File: src/inc/pfc_pkg.sv
// Purpose: Shared constants and types of the panel frequency counter
// Assumes: 100 MHz core clock
// Notes:   Times held in ms, cycle counts derived from the clock rate
package pfc_pkg;

	// =========================================================
	// Clock and timing
	localparam longint CLK_HZ      = 100_000_000;
	localparam longint MS_PER_S    = 1000;
	localparam longint TYP1_MS     = 1000;
	localparam longint TYP2_MS     = 1000;
	localparam longint TYP3_MS     = 500;
	localparam longint TYP4_MS     = 500;
	localparam longint MAX1_MS     = 3000;
	localparam longint MAX2_MS     = 2000;
	localparam longint MAX3_MS     = 1000;
	localparam longint MAX4_MS     = 1000;
	localparam longint DEBOUNCE_MS = 10;
	localparam int unsigned TYP1_CYC = int'(TYP1_MS * CLK_HZ / MS_PER_S);
	localparam int unsigned TYP2_CYC = int'(TYP2_MS * CLK_HZ / MS_PER_S);
	localparam int unsigned TYP3_CYC = int'(TYP3_MS * CLK_HZ / MS_PER_S);
	localparam int unsigned TYP4_CYC = int'(TYP4_MS * CLK_HZ / MS_PER_S);
	localparam int unsigned MAX1_CYC = int'(MAX1_MS * CLK_HZ / MS_PER_S);
	localparam int unsigned MAX2_CYC = int'(MAX2_MS * CLK_HZ / MS_PER_S);
	localparam int unsigned MAX3_CYC = int'(MAX3_MS * CLK_HZ / MS_PER_S);
	localparam int unsigned MAX4_CYC = int'(MAX4_MS * CLK_HZ / MS_PER_S);
	localparam int unsigned DEB_CYC  = int'(DEBOUNCE_MS * CLK_HZ / MS_PER_S);

	// =========================================================
	// Widths
	localparam int T_W   = 30;
	localparam int N_W   = 20;
	localparam int K_W   = 34;
	localparam int Q_W   = N_W + K_W;
	localparam int D_W   = T_W + 2;
	localparam int C_W   = 6;
	localparam int BIN_W = 14;
	localparam int BCD_W = 16;
	localparam int R_W   = 2;
	localparam int DB_W  = 24;

	// =========================================================
	// Scale: count times this over cycles gives display units
	localparam logic [K_W-1:0] SCALE_TBL [4] = '{
		K_W'(CLK_HZ * 100), K_W'(CLK_HZ * 10), K_W'(CLK_HZ), K_W'(CLK_HZ / 10)};
	// Bit k set: point right of digit k (digit 0 rightmost)
	localparam logic [3:0] POINT_TBL [4] = '{4'h4, 4'h2, 4'h0, 4'h4};
	localparam logic [BIN_W-1:0] LIM_POS = 14'h270F;
	localparam logic [BIN_W-1:0] LIM_NEG = 14'h03E7;
	localparam logic [C_W-1:0]   DIV_LAST = 6'(Q_W - 1);

	// =========================================================
	// Pin positions and idle levels
	localparam int PIN_A    = 0;
	localparam int PIN_B    = 1;
	localparam int PIN_RNG  = 2;
	localparam int PIN_HOLD = 3;
	localparam int PIN_QUAD = 4;
	localparam int NPIN     = 5;
	localparam logic [NPIN-1:0] PIN_IDLE = 5'h04;

	// =========================================================
	// Types
	typedef enum logic [3:0] {
		ST_ARM  = 4'h1,
		ST_GATE = 4'h2,
		ST_DIV  = 4'h4,
		ST_SHOW = 4'h8
	} pfc_state_t;

	typedef struct packed {
		logic             minus;
		logic [3:0]       point;
		logic [BCD_W-1:0] bcd;
	} pfc_disp_t;

endpackage

File: src/core/pfc_core.sv
// Purpose: Frequency measurement core of a four-range panel counter
// Assumes: 100 MHz clock, pins asynchronous to it
// Notes:   Reciprocal gate: edges over cycles, scaled by long division
//
// Contract
// - Each range contact closure steps to the next of four ranges, wrapping.
// - Range one: 0.01 Hz resolution, 1.00-99.99 Hz, ~1 s, at most 3 s.
// - Range two: 0.1 Hz resolution, 1.6-999.9 Hz, ~1 s, at most 2 s.
// - Range three: 1 Hz resolution, 4-9999 Hz, ~0.5 s, at most 1 s.
// - Range four: 0.01 kHz resolution, to 35.00 kHz, ~0.5 s, at most 1 s.
// - Hold input freezes the shown value; measuring carries on.
// - Reverse direction shows the frequency negative.
// - Shown value clipped to -999..+9999, minus sign only when negative.
// - Decimal point placed by the selected range.
// - Pulse counting to 35 kHz; quadrature x4 decoding to 8.75 kHz.
`timescale 1ns/100ps

module pfc_core #(
	parameter int unsigned P_TYP [4] = '{pfc_pkg::TYP1_CYC, pfc_pkg::TYP2_CYC,
	                                     pfc_pkg::TYP3_CYC, pfc_pkg::TYP4_CYC},
	parameter int unsigned P_MAX [4] = '{pfc_pkg::MAX1_CYC, pfc_pkg::MAX2_CYC,
	                                     pfc_pkg::MAX3_CYC, pfc_pkg::MAX4_CYC},
	parameter int unsigned P_DEB     = pfc_pkg::DEB_CYC
) (
	input  wire logic                 i_clock,     // Core clock
	input  wire logic                 i_rst,       // Async reset, high
	input  wire logic                 i_chan_a,    // Channel A pin
	input  wire logic                 i_chan_b,    // Channel B or direction pin
	input  wire logic                 i_range_n,   // Range contact, low closed
	input  wire logic                 i_hold,      // Display hold, high
	input  wire logic                 i_quad_mode, // High: quadrature x4
	output pfc_pkg::pfc_disp_t        o_display,   // Sign, point, BCD digits
	output logic [pfc_pkg::R_W-1:0]   o_range,     // Range prompt, 0..3
	output logic                      o_fresh      // Display updated pulse
);

	// =========================================================
	// Pin synchronisers
	logic [pfc_pkg::NPIN-1:0] pin_raw;
	logic [pfc_pkg::NPIN-1:0] s1_reg;
	logic [pfc_pkg::NPIN-1:0] s2_reg;
	logic [pfc_pkg::NPIN-1:0] s3_reg;
	logic [pfc_pkg::NPIN-1:0] pin_reg;
	logic [pfc_pkg::NPIN-1:0] prev_reg;
	logic [pfc_pkg::NPIN-1:0] agree;

	assign pin_raw = {i_quad_mode, i_hold, i_range_n, i_chan_b, i_chan_a};
	assign agree   = ~(s2_reg ^ s3_reg);

	// Three stages, level taken once stages two and three agree
	always_ff @(posedge i_clock or posedge i_rst) begin
		if (i_rst) begin
			s1_reg   <= pfc_pkg::PIN_IDLE;
			s2_reg   <= pfc_pkg::PIN_IDLE;
			s3_reg   <= pfc_pkg::PIN_IDLE;
			pin_reg  <= pfc_pkg::PIN_IDLE;
			prev_reg <= pfc_pkg::PIN_IDLE;
		end else begin
			s1_reg   <= pin_raw;
			s2_reg   <= s1_reg;
			s3_reg   <= s2_reg;
			pin_reg  <= (s3_reg & agree) | (pin_reg & ~agree);
			prev_reg <= pin_reg;
		end
	end

	// =========================================================
	// Edge qualification
	logic a_now;
	logic b_now;
	logic a_old;
	logic b_old;
	logic quad;
	logic cnt_evt;
	logic cnt_rev;

	assign a_now = pin_reg[pfc_pkg::PIN_A];
	assign b_now = pin_reg[pfc_pkg::PIN_B];
	assign a_old = prev_reg[pfc_pkg::PIN_A];
	assign b_old = prev_reg[pfc_pkg::PIN_B];
	assign quad  = pin_reg[pfc_pkg::PIN_QUAD];

	// Pulse: rising A, B is direction; quad: one channel changed, A leads fwd
	always_comb begin
		if (quad) begin
			cnt_evt = (a_now ^ a_old) ^ (b_now ^ b_old);
			cnt_rev = ~(a_now ^ b_old);
		end else begin
			cnt_evt = a_now & ~a_old;
			cnt_rev = b_now;
		end
	end

	// =========================================================
	// Range contact debounce and stepping
	logic [pfc_pkg::DB_W-1:0] deb_reg;
	logic                     btn_reg;
	logic [pfc_pkg::R_W-1:0]  range_reg;
	logic                     press;
	logic                     rng_pin;

	assign rng_pin = pin_reg[pfc_pkg::PIN_RNG];
	assign press   = btn_reg & ~rng_pin & (deb_reg == pfc_pkg::DB_W'(P_DEB - 1));

	// Contact must stay changed for the debounce time
	always_ff @(posedge i_clock or posedge i_rst) begin
		if (i_rst) begin
			deb_reg <= '0;
			btn_reg <= 1'b1;
		end else if (rng_pin == btn_reg) begin
			deb_reg <= '0;
		end else if (deb_reg == pfc_pkg::DB_W'(P_DEB - 1)) begin
			deb_reg <= '0;
			btn_reg <= rng_pin;
		end else begin
			deb_reg <= deb_reg + 1'b1;
		end
	end

	// Next range on each closure, four wraps to one
	always_ff @(posedge i_clock or posedge i_rst) begin
		if (i_rst) begin
			range_reg <= '0;
		end else if (press) begin
			range_reg <= range_reg + 1'b1;
		end
	end

	// =========================================================
	// Gate and divider
	pfc_pkg::pfc_state_t       st_reg;
	logic [pfc_pkg::T_W-1:0]   t_reg;
	logic [pfc_pkg::N_W-1:0]   n_reg;
	logic                      rev_reg;
	logic [pfc_pkg::Q_W-1:0]   num_reg;
	logic [pfc_pkg::D_W:0]     rem_reg;
	logic [pfc_pkg::D_W-1:0]   den_reg;
	logic [pfc_pkg::C_W-1:0]   cnt_reg;
	logic [pfc_pkg::T_W-1:0]   typ_lim;
	logic [pfc_pkg::T_W-1:0]   max_lim;
	logic [pfc_pkg::N_W-1:0]   n_inc;
	logic [pfc_pkg::D_W:0]     rem_sh;
	logic                      fits;

	assign typ_lim = pfc_pkg::T_W'(P_TYP[range_reg] - 1);
	assign max_lim = pfc_pkg::T_W'(P_MAX[range_reg] - 1);
	assign n_inc   = n_reg + 1'b1;
	assign rem_sh  = {rem_reg[pfc_pkg::D_W-1:0], num_reg[pfc_pkg::Q_W-1]};
	assign fits    = rem_sh >= {1'b0, den_reg};

	// Gate opens on an edge, closes on the first edge past typical time
	always_ff @(posedge i_clock or posedge i_rst) begin
		if (i_rst) begin
			st_reg  <= pfc_pkg::ST_ARM;
			t_reg   <= '0;
			n_reg   <= '0;
			rev_reg <= 1'b0;
			num_reg <= '0;
			rem_reg <= '0;
			den_reg <= '0;
			cnt_reg <= '0;
		end else if (press) begin
			st_reg <= pfc_pkg::ST_ARM;
			t_reg  <= '0;
		end else begin
			case (st_reg)
				pfc_pkg::ST_ARM: begin
					t_reg <= t_reg + 1'b1;
					if (cnt_evt) begin
						st_reg  <= pfc_pkg::ST_GATE;
						t_reg   <= '0;
						n_reg   <= '0;
						rev_reg <= cnt_rev;
					end else if (t_reg >= max_lim) begin
						st_reg  <= pfc_pkg::ST_SHOW; // Below range: shows zero
						num_reg <= '0;
					end
				end
				pfc_pkg::ST_GATE: begin
					t_reg <= t_reg + 1'b1;
					if (cnt_evt) begin
						n_reg   <= n_inc;
						rev_reg <= cnt_rev;
					end
					if (cnt_evt && t_reg >= typ_lim) begin
						st_reg  <= pfc_pkg::ST_DIV;
						num_reg <= n_inc * pfc_pkg::SCALE_TBL[range_reg];
						den_reg <= quad ? {t_reg + 1'b1, 2'b00}
						                : {2'b00, t_reg + 1'b1};
						rem_reg <= '0;
						cnt_reg <= '0;
					end else if (t_reg >= max_lim) begin
						st_reg  <= pfc_pkg::ST_SHOW;
						num_reg <= '0;
					end
				end
				pfc_pkg::ST_DIV: begin
					// One quotient bit per clock
					rem_reg <= fits ? rem_sh - {1'b0, den_reg} : rem_sh;
					num_reg <= {num_reg[pfc_pkg::Q_W-2:0], fits};
					cnt_reg <= cnt_reg + 1'b1;
					if (cnt_reg == pfc_pkg::DIV_LAST) begin
						st_reg <= pfc_pkg::ST_SHOW;
					end
				end
				pfc_pkg::ST_SHOW: begin
					st_reg <= pfc_pkg::ST_ARM;
					t_reg  <= '0;
				end
				default: begin
					st_reg <= pfc_pkg::ST_ARM;
				end
			endcase
		end
	end

	// =========================================================
	// Display formatting
	function automatic logic [pfc_pkg::BCD_W-1:0] to_bcd(
		input logic [pfc_pkg::BIN_W-1:0] v
	);
		logic [pfc_pkg::BCD_W+pfc_pkg::BIN_W-1:0] w;
		w = {{pfc_pkg::BCD_W{1'b0}}, v};
		for (int i = 0; i < pfc_pkg::BIN_W; i++) begin
			for (int d = 0; d < 4; d++) begin
				if (w[pfc_pkg::BIN_W + 4*d +: 4] > 4'h4) begin
					w[pfc_pkg::BIN_W + 4*d +: 4] = w[pfc_pkg::BIN_W + 4*d +: 4] + 4'h3;
				end
			end
			w = {w[pfc_pkg::BCD_W+pfc_pkg::BIN_W-2:0], 1'b0};
		end
		return w[pfc_pkg::BCD_W+pfc_pkg::BIN_W-1:pfc_pkg::BIN_W];
	endfunction

	logic [pfc_pkg::BIN_W-1:0] lim;
	logic [pfc_pkg::BIN_W-1:0] mag;

	// Clip to the span allowed by the sign
	always_comb begin
		lim = rev_reg ? pfc_pkg::LIM_NEG : pfc_pkg::LIM_POS;
		if (num_reg > {{(pfc_pkg::Q_W-pfc_pkg::BIN_W){1'b0}}, lim}) begin
			mag = lim;
		end else begin
			mag = num_reg[pfc_pkg::BIN_W-1:0];
		end
	end

	// Display loads after each result unless held
	always_ff @(posedge i_clock or posedge i_rst) begin
		if (i_rst) begin
			o_display <= '0;
			o_fresh   <= 1'b0;
		end else if (st_reg == pfc_pkg::ST_SHOW && !pin_reg[pfc_pkg::PIN_HOLD]) begin
			o_display.minus <= rev_reg && (mag != '0);
			o_display.point <= pfc_pkg::POINT_TBL[range_reg];
			o_display.bcd   <= to_bcd(mag);
			o_fresh         <= 1'b1;
		end else begin
			o_fresh <= 1'b0;
		end
	end

	// Range prompt
	always_ff @(posedge i_clock or posedge i_rst) begin
		if (i_rst) begin
			o_range <= '0;
		end else begin
			o_range <= range_reg;
		end
	end

endmodule

File: config.mk
export PLATFORM = sky130hd
export DESIGN_NAME = pfc_core
export DESIGN_NICKNAME = d
export VERILOG_FILES = /design/src/inc/pfc_pkg.sv /design/src/core/pfc_core.sv
export SDC_FILE = /design/constraint.sdc
export NUM_CORES = 2
export LEC_CHECK = 0
export ABC_AREA = 1
export BUFFER_PORTS_ARGS = -buffer_cell sky130_fd_sc_hd__buf_4
export CORE_MARGIN = 8
export CORE_UTILIZATION = 66
export CTS_CLUSTER_SIZE = 12
export DETAILED_ROUTE_END_ITERATION = 8
export GPL_TIMING_DRIVEN = 0
export PLACE_DENSITY = 0.83
export SLEW_MARGIN = 20
export SYNTH_ARGS = -nofsm -noshare
export SYNTH_HDL_FRONTEND = slang
export SYNTH_SLANG_ARGS = --single-unit
File: constraint.sdc
create_clock -name i_clock -period 11.7 [get_ports i_clock]
set_input_delay 1.755 -clock i_clock [delete_from_list [all_inputs] [get_ports i_clock]]
set_output_delay 1.755 -clock i_clock [all_outputs]
set_load 0.02 [all_outputs]
==> impl_results.rst <==
.. list-table::
   :header-rows: 1

   * - Metric
     - Value
   * - Area occupied by registers
     - between 6000 and 7000 um^2
   * - Netlist Area Pre-Place
     - around 30000 um^2
   * - Top_reg_cell synth
     - sky130_fd_sc_hd__dfrtp_1
   * - WL/cell
     - approximately 19 um
   * - Delay of the slowest critical-path stage
     - roughly 0.63 ns
   * - Slew Viols, Final
     - 0
   * - Number of enable flip-flop cells after synthesis
     - 0
   * - Post-Synthesis Cells
     - 3763
   * - Die width
     - about 230 um
   * - Mean instance size in the synthesized netlist
     - just over 8 um^2
   * - Critical register-to-register path startpoint
     - n_reg[0]
   * - Post-CTS clock slew at the launch and capture registers of the worst setup and hold paths
     - ~0.060 ns
   * - Number of nets at the end of the flow
     - 4500
   * - Via count of the routed design
     - roughly 26000
   * - Arithmetic-cell share of the synthesized area counting full adders, half adders and majority gates
     - 0.3735
   * - Worst slack after detailed placement
     - -0.2420 ns
   * - Post-route antenna net violation count
     - 0
   * - Most common cell after layout, fill and taps aside
     - sky130_fd_sc_hd__inv_1
   * - Via density per instance
     - approximately 5.8
   * - Synthesized-area fraction occupied by xor and xnor cells
     - 0.02134
   * - Maximum operating frequency
     - 90.77 MHz
   * - Multiplexer share of the synthesized area
     - 0
   * - Initial cell density of the core
     - 0.6640
   * - Number of distinct standard cells referenced by the synthesized netlist
     - 61
   * - Library cell occupying the most area in the post-synthesis netlist
     - sky130_fd_sc_hd__fa_1
   * - Top library cells by usage in the layout, fill and taps aside
     - sky130_fd_sc_hd__inv_1 (788), sky130_fd_sc_hd__nand2_1 (620), sky130_fd_sc_hd__fa_1 (410)
   * - All-Layer GR Usage
     - 0.3192
   * - Final count of negative-setup-slack endpoints
     - 0
   * - Final TNS setup
     - 0 ns
   * - Max reg flops
     - 54
   * - Kind of start point of the critical path
     - register
   * - Area of the core
     - 46260 um^2
   * - Die height
     - approximately 230 um
   * - Post-Route Skew
     - about 0.021 ns
   * - Result of the run
     - finished clean
   * - Hold-fix buffers at CTS
     - 0
   * - Share of the synthesized area in the top cell type
     - 0.2672
   * - Number of H-tree branching levels
     - 1
   * - First-pass GRT wire length
     - approximately 140000 um
   * - Area contributors post-synth
     - sky130_fd_sc_hd__fa_1 (27%), sky130_fd_sc_hd__dfrtp_1 (20%), sky130_fd_sc_hd__ha_1 (10%)
   * - Area grow syn2layout
     - 6.863%
   * - Vias in the first global route
     - 26230
   * - Max transition margin
     - 0.2790
   * - Number of top-level pins
     - 31
   * - Required time at the worst-slack endpoint
     - 12.13 ns
   * - Placer's final routability congestion estimate
     - roughly 1.1
   * - Unrepaired setup endpoints after global routing
     - no
   * - Global route total overflow
     - 0
   * - Start-to-end type of the worst setup path
     - reg2reg
   * - Most used cell along the critical path
     - sky130_fd_sc_hd__inv_1
   * - Total clock sinks
     - 250
   * - Final cell utilization of the core
     - 0.7096
   * - Minimum period implied by the final worst setup slack
     - ~11 ns
   * - Number of iterations in the first detailed-routing pass
     - 7
   * - Maximum clock insertion buffer count
     - 3
   * - Filler instances
     - about 3600
   * - Source of the critical timing path
     - n_reg[0]
   * - IO buf count
     - 28
   * - CTS tree
     - done
   * - Worst EP arrival
     - between 10 and 15 ns
   * - Simple-gate share of the synthesized area
     - 0.1802
   * - Remaining design rule violation count
     - 0
   * - Largest net degree at the start of global routing
     - 105
   * - Hold Violations, Final
     - 0
   * - Die Area
     - roughly 54000 um^2
   * - # Max-Cap Violations
     - 0
   * - FP Rows
     - about 80
   * - Post-DP HPWL
     - 67910 um
   * - Final setup slack of the worst path
     - around 0.7 ns
   * - Starting DRT DRC Count
     - ~2300
   * - WL final
     - between 80000 and 90000 um
   * - Worst Path Max Fanout
     - 10
   * - Area of the multi-input gates
     - about 21000 um^2
   * - Type of the most critical hold path
     - reg2reg
   * - Seq cells post-synth
     - 250
   * - Hold Startpoint
     - s1_reg[4]
   * - Number of buffers created by CTS
     - 29
   * - Clock latency reported for the late side of the worst-skew pair
     - 0.58 ns
   * - Slowest cell on the critical path
     - sky130_fd_sc_hd__xor2_1
   * - Slew of the pin with the lowest slew margin
     - about 1.1 ns
   * - Initial antenna violation count
     - 1
   * - Compound-Gate Fraction of Synth Area
     - 0.1089
   * - Kind of capture point of the worst setup path
     - register
   * - Largest family of logic cells by synthesized area
     - adder cells
   * - Fin crit share
     - 0.9416
   * - Yosys warns
     - 0
   * - Asr flop ratio synth
     - 1.000
   * - Layout cell share with drive strength beyond 1
     - 0.05668
   * - Cell at the root of the clock tree
     - sky130_fd_sc_hd__clkbuf_16
   * - Part of the Yosys area used for sequential elements
     - 0.2039
[cells in the mapped netlist, drive strengths merged (3+ instances only)]
| cell type | n |
|---|---|
| or2 | 8 |
| ha | 257 |
| o211ai | 14 |
| nand4 | 32 |
| o21bai | 12 |
| nand3 | 169 |
| o221ai | 18 |
| clkinv | 10 |
| xnor2 | 18 |
| nand2 | 670 |
| clkbuf | 81 |
| dfstp | 6 |
| a211oi | 10 |
| nor2 | 333 |
| inv | 820 |
| a21boi | 3 |
| a22oi | 5 |
| o31ai | 5 |
| a31oi | 14 |
| a32oi | 10 |
| o22ai | 75 |
| o21ai | 202 |
| and2 | 8 |
| nor3b | 3 |
| xor2 | 56 |
| dfrtp | 244 |
| o21a | 13 |
| a21oi | 176 |
| fa | 410 |
| nor4 | 11 |
| nor3 | 38 |
| maj3 | 5 |
| a221oi | 4 |
| buf | 3 |
| a21o | 4 |
[final cells by class]
cell class	count	share of cell area
Buffer	83	0.009910
Clock buffer	39	0.02508
Inverter	830	0.09548
Antenna cell	1	0.00007623
Timing Repair Buffer	32	0.008538
Multi-Input combinational cell	2600	0.6416
Tap cell	607	0.02314
Sequential cell	250	0.1909
Clock inverter	12	0.005336
[logic make-up after synthesis]
| logic type | after synthesis |
|---|---|
| AND/OR/NAND/NOR | 1276 |
| buffers and inverters | 914 |
| adder cells (fa/ha/maj) | 672 |
| AO/OA/AOI/OAI | 576 |
| flip-flops | 250 |
| XOR/XNOR | 74 |
| other | 1 |
[critical path: cells and delay by family (launching register included)]
kind | cells | cell delay (ns)
flip-flops | 1 | 0.49
AO/OA/AOI/OAI | 15 | 2.85
adder cells (fa/ha/maj) | 9 | 4.06
AND/OR/NAND/NOR | 7 | 1.57
buffers and inverters | 9 | 1.24
XOR/XNOR | 1 | 0.63
[per-stage QoR]
| stage | hold slack, ns | area (um^2) | std cells |
|---|---|---|---|
| final | 0.3474 | 32830 | 4454 |
| after global routing | 0.3616 | 32820 | 4453 |
| after CTS | 0.3490 | 32790 | 4454 |
| after detailed placement | 0.3364 | 31780 | 4402 |
| after global placement | 0.3331 | 31690 | 4399 |
| after floorplan | 0.3312 | 30720 | 3764 |
[metal layers]
metal / routed length [um] / vias to the layer above / part of all wire / global-route usage
li1: - / 11960 / - / -
met1: 31600 / 12310 / 0.38 / 0.4011
met2: 38940 / 1285 / 0.46 / 0.5159
met3: 7931 / 375 / 0.095 / 0.06829
met4: 5431 / 0 / 0.065 / 0.1696
met5: 0 / - / 0 / 0
[path summary, 6_finish.rpt]
check	endpoint	slack, ns	cells after the start
setup / recovery	num_reg[50]	0.68	41
hold reg to reg	s2_reg[4]	0.35	0
hold / removal	s2_reg[4]	0.35	0
max in group asynchronous	den_reg[28]	9.45	3
min in group asynchronous	deb_reg[17]	1.31	2
setup reg to reg	num_reg[50]	0.68	41
[repair_timing]
| action | in CTS | in global routing |
|---|---|---|
| endpoints found under the setup margin | 5 | 9 |
| resized for setup | 1 | 18 |
| setup buffers | 1 | 0 |
Power is not shown: default switching activity piles up to over one toggle a cycle in this logic, so the estimate is an artifact.
